### config.mk
export PLATFORM = sky130hd
export DESIGN_NAME = rtcacp_top
export DESIGN_NICKNAME = d
export VERILOG_FILES = /design/src/rtcacp_pkg.sv /design/src/rtcacp_top.sv
export SDC_FILE = /design/constraint.sdc
export NUM_CORES = 1
export LEC_CHECK = 0
export BUFFER_PORTS_ARGS = -buffer_cell sky130_fd_sc_hd__buf_2
export CAP_MARGIN = 20
export CORE_AREA = 2 2 112 114
export CTS_CLUSTER_DIAMETER = 100
export DETAILED_ROUTE_END_ITERATION = 8
export DIE_AREA = 0 0 114 116
export PLACE_DENSITY = 0.73
export SYNTH_ARGS = -nofsm -noshare
export SYNTH_HDL_FRONTEND = slang
export SYNTH_SLANG_ARGS = --single-unit
### constraint.sdc
create_clock -name sys_clk -period 3.5 [get_ports sys_clk]
set_clock_uncertainty 0.2 [all_clocks]
set_input_delay 1.05 -clock sys_clk [delete_from_list [all_inputs] [get_ports sys_clk]]
set_output_delay 1.05 -clock sys_clk [all_outputs]
set_load 0.01 [all_outputs]
### src/rtcacp_pkg.sv
// Constants for the clock alarm compare and interrupt control block.
// Assumes a 125 MHz system clock and count-source and 256 Hz enable pulses from the prescaler.
package rtcacp_pkg;

    // ==========================================================
    // Register indices; byte address is four times the index
    // ==========================================================
    localparam logic [31:0] IDX_WEEKDAY_ALARM   = 32'h0008c416;
    localparam logic [31:0] IDX_DATE_ALARM      = 32'h0008c418;
    localparam logic [31:0] IDX_MONTH_ALARM     = 32'h0008c41a;
    localparam logic [31:0] IDX_YEAR_ALARM      = 32'h0008c41c;
    localparam logic [31:0] IDX_YEAR_ALARM_EN   = 32'h0008c41e;
    localparam logic [31:0] IDX_IRQ_OUT_CTRL    = 32'h0008c422;
    localparam logic [31:0] IDX_COUNT_CTRL      = 32'h0008c424;

    // ==========================================================
    // Field positions
    // ==========================================================
    localparam int CMP_EN_BIT        = 7;
    localparam int AIE_BIT           = 0;
    localparam int CIE_BIT           = 1;
    localparam int PIE_BIT           = 2;
    localparam int RATE_SEL_BIT      = 3;
    localparam int PES_LSB           = 4;
    localparam int CC_START_BIT      = 0;
    localparam int CC_SWRST_BIT      = 1;
    localparam int CC_OUT_EN_BIT     = 3;
    localparam int CC_MODE_BIT       = 7;
    localparam int OUT_1HZ_BIT       = 7;
    localparam int OUT_64HZ_BIT      = 1;

    // ==========================================================
    // Reset values and codes
    // ==========================================================
    localparam logic [7:0]  ALARM_RST        = 8'h00;
    localparam logic [7:0]  CTRL_RST         = 8'h00;
    localparam logic [2:0]  WEEKDAY_BANNED   = 3'h7;
    localparam logic [8:0]  DIV_RST          = 9'h000;

    typedef enum logic [3:0] {
        RTCACP_PES_256 = 4'b0110,
        RTCACP_PES_128 = 4'b0111,
        RTCACP_PES_64  = 4'b1000,
        RTCACP_PES_32  = 4'b1001,
        RTCACP_PES_16  = 4'b1010,
        RTCACP_PES_8   = 4'b1011,
        RTCACP_PES_4   = 4'b1100,
        RTCACP_PES_2   = 4'b1101,
        RTCACP_PES_1S  = 4'b1110,
        RTCACP_PES_2S  = 4'b1111
    } rtcacp_pes_t;

endpackage : rtcacp_pkg

### src/rtcacp_top.sv
// Alarm compare, interrupt enables, periodic interrupt and clock output control.
// Assumes the counters live outside and present their values and tick pulses here.
//
// Register access over Avalon-MM was decided locally.
`timescale 1ns/1ns
module rtcacp_top
    import rtcacp_pkg::*;
(
    input  wire logic        sys_clk,
    input  wire logic        resetn,
    input  wire logic [31:0] avs_address,
    input  wire logic        avs_read,
    input  wire logic        avs_write,
    input  wire logic [31:0] avs_writedata,
    input  wire logic [3:0]  avs_byteenable,
    output logic      [31:0] avs_readdata,
    output logic             avs_waitrequest,
    input  wire logic        count_tick,
    input  wire logic        tick_256hz,
    input  wire logic        carry_event,
    input  wire logic [2:0]  weekday_counter,
    input  wire logic [5:0]  date_counter,
    input  wire logic [4:0]  month_counter,
    input  wire logic [7:0]  year_counter,
    input  wire logic [31:0] binary_counter_value,
    input  wire logic [23:0] bin_alarm_low,
    input  wire logic        alarm_ack,
    input  wire logic        periodic_ack,
    input  wire logic        carry_ack,
    output logic             alarm_irq,
    output logic             periodic_irq,
    output logic             carry_irq,
    output logic             clock_out_pin,
    output logic             count_run,
    output logic             count_mode_select
);
    import rtcacp_pkg::*;

    // ==========================================================
    // Helpers
    // ==========================================================
    // Returns {valid, mask}; period hits when the low masked divider bits wrap to zero
    function automatic logic [9:0] pes_mask(input logic [3:0] code);
        logic [9:0] r;
        r = 10'h000;
        case (code)
            RTCACP_PES_256: r = 10'h200;
            RTCACP_PES_128: r = 10'h201;
            RTCACP_PES_64:  r = 10'h203;
            RTCACP_PES_32:  r = 10'h207;
            RTCACP_PES_16:  r = 10'h20f;
            RTCACP_PES_8:   r = 10'h21f;
            RTCACP_PES_4:   r = 10'h23f;
            RTCACP_PES_2:   r = 10'h27f;
            RTCACP_PES_1S:  r = 10'h2ff;
            RTCACP_PES_2S:  r = 10'h3ff;
            default:        r = 10'h000;
        endcase
        return r;
    endfunction : pes_mask

    function automatic logic hit(input logic [31:0] a, input logic [31:0] idx);
        return a == {idx[29:0], 2'b00};
    endfunction : hit

    // ==========================================================
    // Registers
    // ==========================================================
    logic [7:0]  weekday_alarm_ff;
    logic [7:0]  date_alarm_ff;
    logic [7:0]  month_alarm_ff;
    logic [7:0]  year_alarm_ff;
    logic [7:0]  year_alarm_en_ff;
    logic [7:0]  ctrl_ff;
    logic [7:0]  ctrl_pend_ff;
    logic        ctrl_pend_valid_ff;
    logic [7:0]  cc_ff;
    logic        mode_pend_ff;
    logic        start_pend_ff;
    logic        swrst_pend_ff;
    logic        ack_ff;
    logic [31:0] rdata_ff;
    logic [8:0]  div_ff;
    logic        match_prev_ff;
    logic        alarm_flag_ff;
    logic        periodic_flag_ff;
    logic        carry_flag_ff;
    logic        clk_out_ff;

    logic        req;
    logic        wr_take;
    logic        wr_lane0;
    logic        cal_match;
    logic        bin_match;
    logic        match_now;
    logic [31:0] bin_alarm_value;
    logic [31:0] bin_mask;
    logic [8:0]  nxt_div;
    logic [9:0]  pmask;
    logic        periodic_hit;
    logic [31:0] nxt_rdata;

    // ==========================================================
    // Avalon slave: one wait cycle, then the answer
    // ==========================================================
    assign req             = avs_read | avs_write;
    assign avs_waitrequest = req & ~ack_ff;
    assign wr_take         = avs_write & ack_ff;
    assign wr_lane0        = wr_take & avs_byteenable[0];
    assign avs_readdata    = rdata_ff;

    always_ff @(posedge sys_clk)
    begin
        if (!resetn)
            ack_ff <= 1'b0;
        else
            ack_ff <= req & ~ack_ff;
    end

    always_comb
    begin
        nxt_rdata = 32'h00000000;
        if (hit(avs_address, IDX_WEEKDAY_ALARM))
            nxt_rdata = {24'h000000, weekday_alarm_ff};
        else if (hit(avs_address, IDX_DATE_ALARM))
            nxt_rdata = {24'h000000, date_alarm_ff};
        else if (hit(avs_address, IDX_MONTH_ALARM))
            nxt_rdata = {24'h000000, month_alarm_ff};
        else if (hit(avs_address, IDX_YEAR_ALARM))
            nxt_rdata = {24'h000000, year_alarm_ff};
        else if (hit(avs_address, IDX_YEAR_ALARM_EN))
            nxt_rdata = {24'h000000, year_alarm_en_ff};
        else if (hit(avs_address, IDX_IRQ_OUT_CTRL))
            nxt_rdata = {24'h000000, ctrl_ff};
        else if (hit(avs_address, IDX_COUNT_CTRL))
            nxt_rdata = {24'h000000, cc_ff};
        else
            nxt_rdata = 32'h00000000;
    end

    always_ff @(posedge sys_clk)
    begin
        if (!resetn)
            rdata_ff <= 32'h00000000;
        else if (avs_read & ~ack_ff)
            rdata_ff <= nxt_rdata;
    end

    // ==========================================================
    // Alarm registers
    // ==========================================================
    always_ff @(posedge sys_clk)
    begin
        if (!resetn)
        begin
            weekday_alarm_ff <= ALARM_RST;
            date_alarm_ff    <= ALARM_RST;
            month_alarm_ff   <= ALARM_RST;
            year_alarm_ff    <= ALARM_RST;
            year_alarm_en_ff <= ALARM_RST;
        end
        else if (swrst_pend_ff & count_tick)
        begin
            weekday_alarm_ff <= ALARM_RST;
            date_alarm_ff    <= ALARM_RST;
            month_alarm_ff   <= ALARM_RST;
            year_alarm_ff    <= ALARM_RST;
            year_alarm_en_ff <= ALARM_RST;
        end
        else if (wr_lane0)
        begin
            // Calendar weekday code 7 is refused as a whole write
            if (hit(avs_address, IDX_WEEKDAY_ALARM) &&
                !(!cc_ff[CC_MODE_BIT] && avs_writedata[2:0] == WEEKDAY_BANNED))
                weekday_alarm_ff <= avs_writedata[7:0];
            if (hit(avs_address, IDX_DATE_ALARM))
                date_alarm_ff <= avs_writedata[7:0];
            if (hit(avs_address, IDX_MONTH_ALARM))
                month_alarm_ff <= avs_writedata[7:0];
            if (hit(avs_address, IDX_YEAR_ALARM))
                year_alarm_ff <= avs_writedata[7:0];
            if (hit(avs_address, IDX_YEAR_ALARM_EN))
                year_alarm_en_ff <= avs_writedata[7:0];
        end
    end

    // ==========================================================
    // Count control: start, software reset, output enable, mode
    // ==========================================================
    always_ff @(posedge sys_clk)
    begin
        if (!resetn)
        begin
            cc_ff         <= CTRL_RST;
            mode_pend_ff  <= 1'b0;
            start_pend_ff <= 1'b0;
            swrst_pend_ff <= 1'b0;
        end
        else
        begin
            if (wr_lane0 && hit(avs_address, IDX_COUNT_CTRL))
            begin
                cc_ff[CC_OUT_EN_BIT] <= avs_writedata[CC_OUT_EN_BIT];
                mode_pend_ff         <= avs_writedata[CC_MODE_BIT];
                start_pend_ff        <= avs_writedata[CC_START_BIT];
                if (avs_writedata[CC_SWRST_BIT])
                begin
                    swrst_pend_ff       <= 1'b1;
                    cc_ff[CC_SWRST_BIT] <= 1'b1;
                end
            end
            else if (count_tick)
            begin
                // Mode and start are taken on every count tick with no count control write, the same tick that completes a pending software reset
                cc_ff[CC_MODE_BIT]  <= mode_pend_ff;
                cc_ff[CC_START_BIT] <= start_pend_ff;
                if (swrst_pend_ff)
                begin
                    swrst_pend_ff        <= 1'b0;
                    cc_ff[CC_SWRST_BIT]  <= 1'b0;
                    cc_ff[CC_OUT_EN_BIT] <= 1'b0;
                end
            end
        end
    end

    assign count_run         = cc_ff[CC_START_BIT];
    assign count_mode_select = cc_ff[CC_MODE_BIT];

    // ==========================================================
    // Interrupt and output control; AIE, PIE and PES staged onto the count source, CIE and rate select written at once
    // ==========================================================
    always_ff @(posedge sys_clk)
    begin
        if (!resetn)
        begin
            ctrl_ff            <= CTRL_RST;
            ctrl_pend_ff       <= CTRL_RST;
            ctrl_pend_valid_ff <= 1'b0;
        end
        else if (wr_lane0 && hit(avs_address, IDX_IRQ_OUT_CTRL))
        begin
            ctrl_pend_ff         <= avs_writedata[7:0];
            ctrl_pend_valid_ff   <= 1'b1;
            ctrl_ff[CIE_BIT]     <= avs_writedata[CIE_BIT];
            // Only safe while stopped and the output is off; not policed here
            ctrl_ff[RATE_SEL_BIT] <= avs_writedata[RATE_SEL_BIT];
        end
        else if (count_tick && ctrl_pend_valid_ff)
        begin
            ctrl_ff[AIE_BIT]     <= ctrl_pend_ff[AIE_BIT];
            ctrl_ff[PIE_BIT]     <= ctrl_pend_ff[PIE_BIT];
            ctrl_ff[7:PES_LSB]   <= ctrl_pend_ff[7:PES_LSB];
            ctrl_pend_valid_ff   <= 1'b0;
        end
    end

    // ==========================================================
    // Alarm compare
    // ==========================================================
    assign cal_match = (!weekday_alarm_ff[CMP_EN_BIT] || weekday_alarm_ff[2:0] == weekday_counter) &&
                       (!date_alarm_ff[CMP_EN_BIT]    || date_alarm_ff[5:0] == date_counter) &&
                       (!month_alarm_ff[CMP_EN_BIT]   || month_alarm_ff[4:0] == month_counter) &&
                       (!year_alarm_en_ff[CMP_EN_BIT] || year_alarm_ff == year_counter);
    assign bin_alarm_value = {weekday_alarm_ff, bin_alarm_low};
    assign bin_mask        = {year_alarm_en_ff, year_alarm_ff, month_alarm_ff, date_alarm_ff};
    assign bin_match       = ((binary_counter_value ^ bin_alarm_value) & bin_mask) == 32'h00000000;
    assign match_now       = cc_ff[CC_MODE_BIT] ? bin_match : cal_match;

    always_ff @(posedge sys_clk)
    begin
        if (!resetn)
            match_prev_ff <= 1'b0;
        else if (count_tick)
            match_prev_ff <= match_now;
    end

    // Set beats acknowledge in the same cycle
    always_ff @(posedge sys_clk)
    begin
        if (!resetn)
            alarm_flag_ff <= 1'b0;
        else if (count_tick && match_now && !match_prev_ff && !swrst_pend_ff)
            alarm_flag_ff <= 1'b1;
        else if (alarm_ack)
            alarm_flag_ff <= 1'b0;
    end

    // ==========================================================
    // Periodic divider and clock output
    // ==========================================================
    assign nxt_div      = div_ff + 9'h001;
    assign pmask        = pes_mask(ctrl_ff[7:PES_LSB]);
    assign periodic_hit = tick_256hz && pmask[9] && ((nxt_div & pmask[8:0]) == 9'h000);

    always_ff @(posedge sys_clk)
    begin
        if (!resetn)
            div_ff <= DIV_RST;
        else if (swrst_pend_ff & count_tick)
            div_ff <= DIV_RST;
        else if (tick_256hz)
            div_ff <= nxt_div;
    end

    always_ff @(posedge sys_clk)
    begin
        if (!resetn)
            periodic_flag_ff <= 1'b0;
        else if (periodic_hit)
            periodic_flag_ff <= 1'b1;
        else if (periodic_ack)
            periodic_flag_ff <= 1'b0;
    end

    always_ff @(posedge sys_clk)
    begin
        if (!resetn)
            carry_flag_ff <= 1'b0;
        else if (carry_event)
            carry_flag_ff <= 1'b1;
        else if (carry_ack)
            carry_flag_ff <= 1'b0;
    end

    always_ff @(posedge sys_clk)
    begin
        if (!resetn)
            clk_out_ff <= 1'b0;
        else
            clk_out_ff <= cc_ff[CC_OUT_EN_BIT] &
                          (ctrl_ff[RATE_SEL_BIT] ? div_ff[OUT_64HZ_BIT] : div_ff[OUT_1HZ_BIT]);
    end

    assign clock_out_pin = clk_out_ff;
    assign alarm_irq     = alarm_flag_ff & ctrl_ff[AIE_BIT];
    assign carry_irq     = carry_flag_ff & ctrl_ff[CIE_BIT];
    assign periodic_irq  = periodic_flag_ff & ctrl_ff[PIE_BIT];
endmodule : rtcacp_top

After elaboration in Yosys (flattened, before gate mapping)
Memories as Yosys holds them, arrays and structs flattened. A register that Yosys moved wholly into a read port is not among the register bits. Cells that the tools add are included.

ROM bits: 160. Memories: 1. Bits in registers: 111. Word-level logic and storage cells: 126. Output and inout bits: 39.

Equal/unequal tests: 13. Reductions and logical operators: 44. Add/subtract/negate cells: 1. Bitwise operators: 17. Multiplexer cells: 27.

Memories: (no name shown) (words 16, width 10, read ports 1, clocked after Yosys merged registers in 1, write ports 0, line rtcacp_top.sv:46) `case (code)`.

Operator list (count): == test 32 x 22 -> 1 bit (second input constant) (7); 2-to-1 mux 8 bit (7); AND 32 bit (1); logical NOT 32 bit (1); bitwise XOR 32 bit (1); AND reduction 2 bit (9); 2-to-1 mux 1 bit (17); logical AND 1 bit (13); nonzero test 2 bit (6); adder 9 x 1 -> 9 bit (second input constant) (1); AND 1 bit (9); AND 9 bit (1); logical NOT 9 bit (1); == test 8 bit (1); logical NOT 1 bit (8); 2-to-1 mux 4 bit (2); == test 6 bit (1); == test 5 bit (1); logical OR 1 bit (4); inverter 1 bit (4); == test 3 bit (1); == test 3 bit (second input constant) (1); AND reduction 3 bit (1); 2-to-1 mux 2 bit (1); other kinds (3) (3).

Logic depth before layout (Yosys ltp)
Gate-level depths: netlist (run 1).

Depth in word-level cells: 10. Gate-level depth with buffers: 9.

Worst setup path after synthesis (run 1)
OpenSTA, ideal clock, no wires.

Path type: input port to flip-flop. Start point: input avs_address[11]. End point: register weekday_alarm_ff[4]. Path buffers: 1. Setup slack: 496 ps. Stages: 7. Library setup time: 128 ps. Data required time: 3172 ps. Data arrival time: 2676 ps. Cell sequence: nor4b_2 -> nand4_1 -> buf_2 -> or3_4 -> nor3_4 -> mux2i_1 -> nor2_1.

Cells in the longest elaborated chain, start to end: 3.

Ends and longest elaborated chain: from (decl) (line rtcacp_top.sv:11) `input wire logic [31:0] avs_address,`; == test 32 x 22 -> 1 bit (line rtcacp_top.sv:63) `return a == {idx[29:0], 2'b00};`; logical AND 1 bit (line rtcacp_top.sv:173) `if (hit(avs_address, IDX_WEEKDAY_ALARM) &&`; AND reduction 2 bit (no line); to (signal assigned) (line rtcacp_top.sv:175) `weekday_alarm_ff <= avs_writedata[7:0];`; to (decl) (line rtcacp_top.sv:69) `logic [7:0] weekday_alarm_ff;`.

No other way between the ends. A chain may end at the register's enable or synchronous reset.

Worst setup path after layout (run 1)
Start point: input avs_address[5]. End point: register pmask[4] (netlist name).

Cells in the longest elaborated chain, start to end: 6.

Ends and longest elaborated chain: == test 32 x 22 -> 1 bit (line rtcacp_top.sv:63); logical AND 1 bit (line rtcacp_top.sv:241) `else if (wr_lane0 && hit(avs_address, IDX_IRQ_OUT_CTRL))`; inverter 1 bit (no line); AND reduction 2 bit (no line); 2-to-1 mux 4 bit (no line) (2 in series).

No other way between the ends.

==> run metrics, run 1 <==
initial antenna violation count=0; synth unique cells=roughly 60; hold_sp=mode_pend_ff; Slew @ Worst Pin=between 0.6 and 0.7 ns; prevailing post-synth register cell=dfxtp_1; TritonCTS Buffers=9; Setup TNS Final=0 ns; Worst R2R End=pmask[4]; yosys warns=0; share of cells above drive strength 1=25.0%; crit path to=pmask[4]; Die ar.=0.0132 mm²; outcome=finished, final reports clean; # hold bufs at CTS=0; post_cts resized=0; vias in the first global route=4,958; WP data required=3.51 ns; Gate Count Post-Synth=642; fillers=1,145; number of synthesized flops with an enable pin=0; Site Rows=40; largest net degree at the start of global routing=30; final wirelength=15,900 µm; Buffers on Ports=around 140; max_cap viols=0; All-Layer GR Usage=24.4%; vias per cell=5.55; post-route ant nets=0; reg-to-reg slack, setup=roughly 1.2 ns; antenna cells=0; Area growth, synth to finish=21.7%; die height=between 100 and 150 µm; Setup WS post-layout=0.518 ns; Pins Over Slew Limit=0; Ports=between 150 and 200; critical path startpoint=avs_address[5]; first-pass GRT wire length=roughly 25,000 µm; maximum vdd drop=0.217 mV; Initial Util=44.4%; kind of critical path=in -> reg; Clk Latency, worst-skew pair=between 0.3 and 0.4 ns; RSZ-0062 raised after global routing=no; initial DRC count=370; fmax=335 MHz; post-synthesis sequential area ratio=35.9%; placed cells=924; Core ar.=0.0119 mm²; fin cells=939; wire per inst=16.9 µm; Setup violations, final=0; Placement Setup Slack=0.193 ns; Die Wd=114 µm; Post-CTS Setup Bufs=0; critical path launch point type=input pin; Setup crit end kind=flop; Final #Nets=around 950; Remaining DRCs=0; Avg Cell Area, Syn=8.25 µm²; Detailed Place HPWL=12,300 µm; mapped cell area=0.00529 mm²; PwrDens=roughly 360 mW/mm²; clock sinks=95; P_leak=2.58 nW; FF/Latch Area=approximately 0.0019 mm²; TritonCTS clock tree=yes; fin crit period=2.98 ns; CP arrival=2.99 ns; multi-input logic area=approximately 0.0031 mm²; fraction of registers with async set/reset=0%; worst reg2reg path depth=5; Clock Pin Slew Worst Setup and Hold Paths=0.06 ns; final hold vios=0; post-route cell area=0.00644 mm²; CTS root buf=clkbuf_16; CTS Buffer Depth=2; Yosys reg bits=95; Final GP Congestion=0.978; worst hold path type=reg -> reg; r2r startpoint=ack_ff; Pre-antenna DRT Iters=5; global route overflow=0; Cell Area, Placed=0.00614 mm²; Final Cycle Share=85.2%; crit-path max FO=11; total number of vias=5,214; htree depth=3; slew margin rel.=54.4%
[worst max-delay path: stages]
cell and delay, ns:
buf_2 0.12, nor4b_1 0.47, and2_1 0.27, nand4_4 0.11, and2_1 0.36, a31oi_1 0.48
a21oi_1 0.12
[worst min-delay path by stage]
stage	end	slack [ns]	cells after the start
2_1_floorplan	clock_out_pin	0.23	2
3_3_place_gp	ctrl_pend_ff[0]	0.24	2
3_5_place_dp	mode_pend_ff	0.25	2
4_1_cts	mode_pend_ff	0.26	2
5_1_grt	mode_pend_ff	0.27	2
6_report	mode_pend_ff	0.25	2
[metal layers]
layer / global-route usage, % / wire (µm)
met1: 28.3 / 6210
met2: 43.0 / 7590
met3: 5.65 / 1390
met4: 10.7 / 691
met5: 0 / 0
[cell usage after synthesis, types with 19 or more instances]
cell	n	area share, %
a21oi_1	56	5.3
a22oi_1	19	2.7
buf_4	25	3.5
clkbuf_1	20	1.4
dfxtp_1	95	36
mux2i_1	22	4.2
nand2_1	99	7.0
nand3_1	22	2.1
nor2_1	48	3.4
xnor2_1	21	3.5
xor2_1	48	7.9
[logic make-up after synthesis]
| logic type | Yosys count | share of synthesized area (%) |
|---|---|---|
| compound gates | 129 | 15.9 |
| mux | 24 | 4.59 |
| fa+ha+maj | 1 | 0.236 |
| xor+xnor | 69 | 11.4 |
| simple gates | 257 | 25.1 |
| flops | 95 | 35.9 |
| other cells | 1 | 0.0708 |
| buf+inv | 66 | 6.81 |
[cells in the final DEF, fill, tap and decap left out, types with 3 or more instances in the layout]
cell type  netlist  layout
buf_2            9     143
nand2_1         99      99
dfxtp_1         95      95
a21oi_1         56      56
nor2_1          48      48
xor2_1          48      48
buf_4           25      25
conb_1           1      24
mux2i_1         22      22
nand3_1         22      22
xnor2_1         21      21
a22oi_1         19      19
nand4_1         15      15
o21ai_0         15      15
nor3_1          13      13
and2_1          11      11
inv_1           10      10
and3_1           9       9
clkbuf_16        0       9
a31oi_1          6       6
nor4_2           5       5
nand2b_1         5       5
a22o_1           5       5
a221o_1          5       5
and4_1           3       3
nor4_1           3       3
or4_1            3       3
nor2b_1          3       3
a311oi_1         3       3
a221oi_1         3       3
o22ai_1          3       3
[flip-flops by register name, summed over array words and instances (netlist names), 4 cells and up]
register          cells
avs_readdata          8
cc_ff                 4
ctrl_ff               7
ctrl_pend_ff          7
date_alarm_ff         8
div_ff                9
month_alarm_ff        8
pmask                10
weekday_alarm_ff      8
year_alarm_en_ff      8
year_alarm_ff         8
[per-stage QoR]
step	total power [mW]	util, %	hold slack [ns]
2_1_floorplan	1.25	-	0.229
3_3_place_gp	1.35	51.6	0.240
3_5_place_dp	1.35	51.6	0.247
4_1_cts	2.34	54.1	0.256
5_1_grt	2.40	54.1	0.273
6_report	2.32	54.1	0.253
[power breakdown]
group	switching [mW]	internal (mW)
sequential	0.00683	1.09
combinational	0.131	0.100
clock	0.406	0.588
total	0.544	1.78
[layout make-up]
class,instances,area share (%)
clock inverters,3,0.660
multi-input cells,504,48.4
repair buffers,168,14.0
clock buffers,12,3.98
flip-flops and latches,95,29.5
well taps,147,2.85
inverters,10,0.583
No activity file was read; power rests on OpenSTA's default activity.
==> inputs of run 2 (changes only) <==
--- a/config.mk
+++ b/config.mk
@@ -7,11 +7,13 @@
 export LEC_CHECK = 0
 export BUFFER_PORTS_ARGS = -buffer_cell sky130_fd_sc_hd__buf_2
 export CAP_MARGIN = 20
-export CORE_AREA = 2 2 112 114
+export CELL_PAD_IN_SITES_DETAIL_PLACEMENT = 1
+export CELL_PAD_IN_SITES_GLOBAL_PLACEMENT = 1
+export CORE_AREA = 2 2 125 127
 export CTS_CLUSTER_DIAMETER = 100
 export DETAILED_ROUTE_END_ITERATION = 8
-export DIE_AREA = 0 0 114 116
-export PLACE_DENSITY = 0.73
+export DIE_AREA = 0 0 127 129
+export PLACE_DENSITY_LB_ADDON = 0.1
 export SYNTH_ARGS = -nofsm -noshare
 export SYNTH_HDL_FRONTEND = slang
 export SYNTH_SLANG_ARGS = --single-unit
==> run metrics, run 2 (same netlist as run 1, synthesis figures left out) <==
max_cap viols=0; Setup crit end kind=flop; Pre-antenna DRT Iters=5; TritonCTS Buffers=9; antenna cells=0; share of cells above drive strength 1=24.9%; CP arrival=approximately 3.0 ns; reg-to-reg slack, setup=1.24 ns; Post-CTS Setup Bufs=0; Ports=195; Final GP Congestion=0.842; commonest non-fill, non-tap cell in the layout=buf_2; clock sinks=95; final wirelength=19,000 µm; worst hold path type=reg -> reg; multi-input logic area=roughly 0.0031 mm²; Flop pwr share=47.6%; critical path launch point type=input pin; Remaining DRCs=0; initial DRC count=approximately 310; outcome=finished, final reports clean; combinational share of power=10.3%; Setup TNS Final=0 ns; Placement Setup Slack=0.218 ns; P_leak=2.57 nW; Initial Util=35.3%; clock share of power=42.1%; crit-path max FO=6; htree depth=3; Buffers on Ports=between 100 and 150; CTS root buf=clkbuf_16; Die Wd=127 µm; FF/Latch Area=0.00190 mm²; first-pass GRT wire length=just under 30,000 µm; Setup violations, final=0; fmax=between 300 and 400 MHz; post_cts resized=0; Final Cycle Share=83.4%; met3 Usage GRT=4.41%; Site Rows=between 40 and 50; fin crit period=2.92 ns; sw power=0.604 mW; kind of critical path=in -> reg; critical path startpoint=avs_address[1]; Cell Area, Placed=just over 0.006 mm²; All-Layer GR Usage=23.6%; Net Sw Frac=26.2%; post-route cell area=approximately 0.0065 mm²; fillers=1,878; hold_sp=ctrl_pend_ff[0]; GR met1 Demand/Resource=26.9%; vias per cell=5.32; WHS Endpoint=ctrl_pend_ff[0]; Die ar.=0.0164 mm²; Clk Latency, worst-skew pair=0.36 ns; RSZ-0062 raised after global routing=no; slew margin rel.=57.0%; largest net degree at the start of global routing=42; Core ar.=0.0150 mm²; Setup WS post-layout=0.583 ns; total number of vias=approximately 5,200; maximum vdd drop=roughly 0.23 mV; WP data required=approximately 3.5 ns; wire per inst=19.4 µm; final core utilization=43.2%; Worst R2R End=pmask[4]; PwrDens=between 300 and 400 mW/mm²; CTS Buffer Depth=2; Detailed Place HPWL=15,000 µm; GRT met2 Usage=44.8%; final hold vios=0; TritonCTS clock tree=yes; Pins Over Slew Limit=0; max reg flops=10; die height=129 µm; vias in the first global route=5,452; global route overflow=0; worst reg2reg path depth=5; Area growth, synth to finish=22.4%; Slew @ Worst Pin=0.644 ns; r2r startpoint=ack_ff; initial antenna violation count=0; most frequent cells in the layout=buf_2 (143), nand2_1 (99), dfxtp_1 (95); post-route ant nets=0; WHS Path Cells=2; Final #Nets=943; # hold bufs at CTS=0; gr busiest metal=met2; Clock Pin Slew Worst Setup and Hold Paths=0.07 ns; Power Internal=1.70 mW
## run 2: cell count changes in the layout (fill, tap and decap cells not counted), sizes merged
cell,delta
clkbuf,-1
clkinv,+1
inv,+2
buf,-2
bufinv,-1
## run 2: layer usage
layer  up-vias  wire [µm]
met2       141       9990
li1       2509          -
met4         0        299
met3        19        877
met5         -          0
met1      2544       7800
## run 2: power groups by stage
stage | clock network, mW | logic [mW] | registers, mW
floorplan | 0 | 0.125 | 1.12
global placement | 0 | 0.231 | 1.12
detailed placement | 0 | 0.237 | 1.12
CTS | 0.985 | 0.238 | 1.10
global route | 1.04 | 0.260 | 1.10
finish | 0.971 | 0.237 | 1.10
## run 2: how the worst max path moves through the flow
stage | slack [ns] | to
floorplan | 0.50 | weekday_alarm_ff[4]
global placement | 0.24 | pmask[4]
detailed placement | 0.22 | year_alarm_en_ff[3]
CTS | 0.59 | pmask[4]
global route | 0.42 | year_alarm_ff[5]
finish | 0.58 | avs_readdata[6]
## run 2: per-stage QoR
step,power (mW),hold slack (ns),cells
after CTS,2.32,0.259,979
final,2.30,0.260,979
after global placement,1.35,0.239,963
after detailed placement,1.36,0.249,963
after global routing,2.39,0.289,979
after floorplan,1.25,0.229,665
## run 2: layout make-up
type,instances,area share (%)
clock inverters,5,0.637
well taps,188,3.63
multi-input cells,504,48.1
repair buffers,166,13.9
inverters,10,0.579
flip-flops and latches,95,29.4
clock buffers,11,3.75
## run 2: critical path, stage by stage
cell and delay, ns:
buf_2 0.13, or4_1 0.69, nor2_1 0.43, nand4_1 0.24, nor3_1 0.21, a211o_1 0.14, a221oi_2 0.06
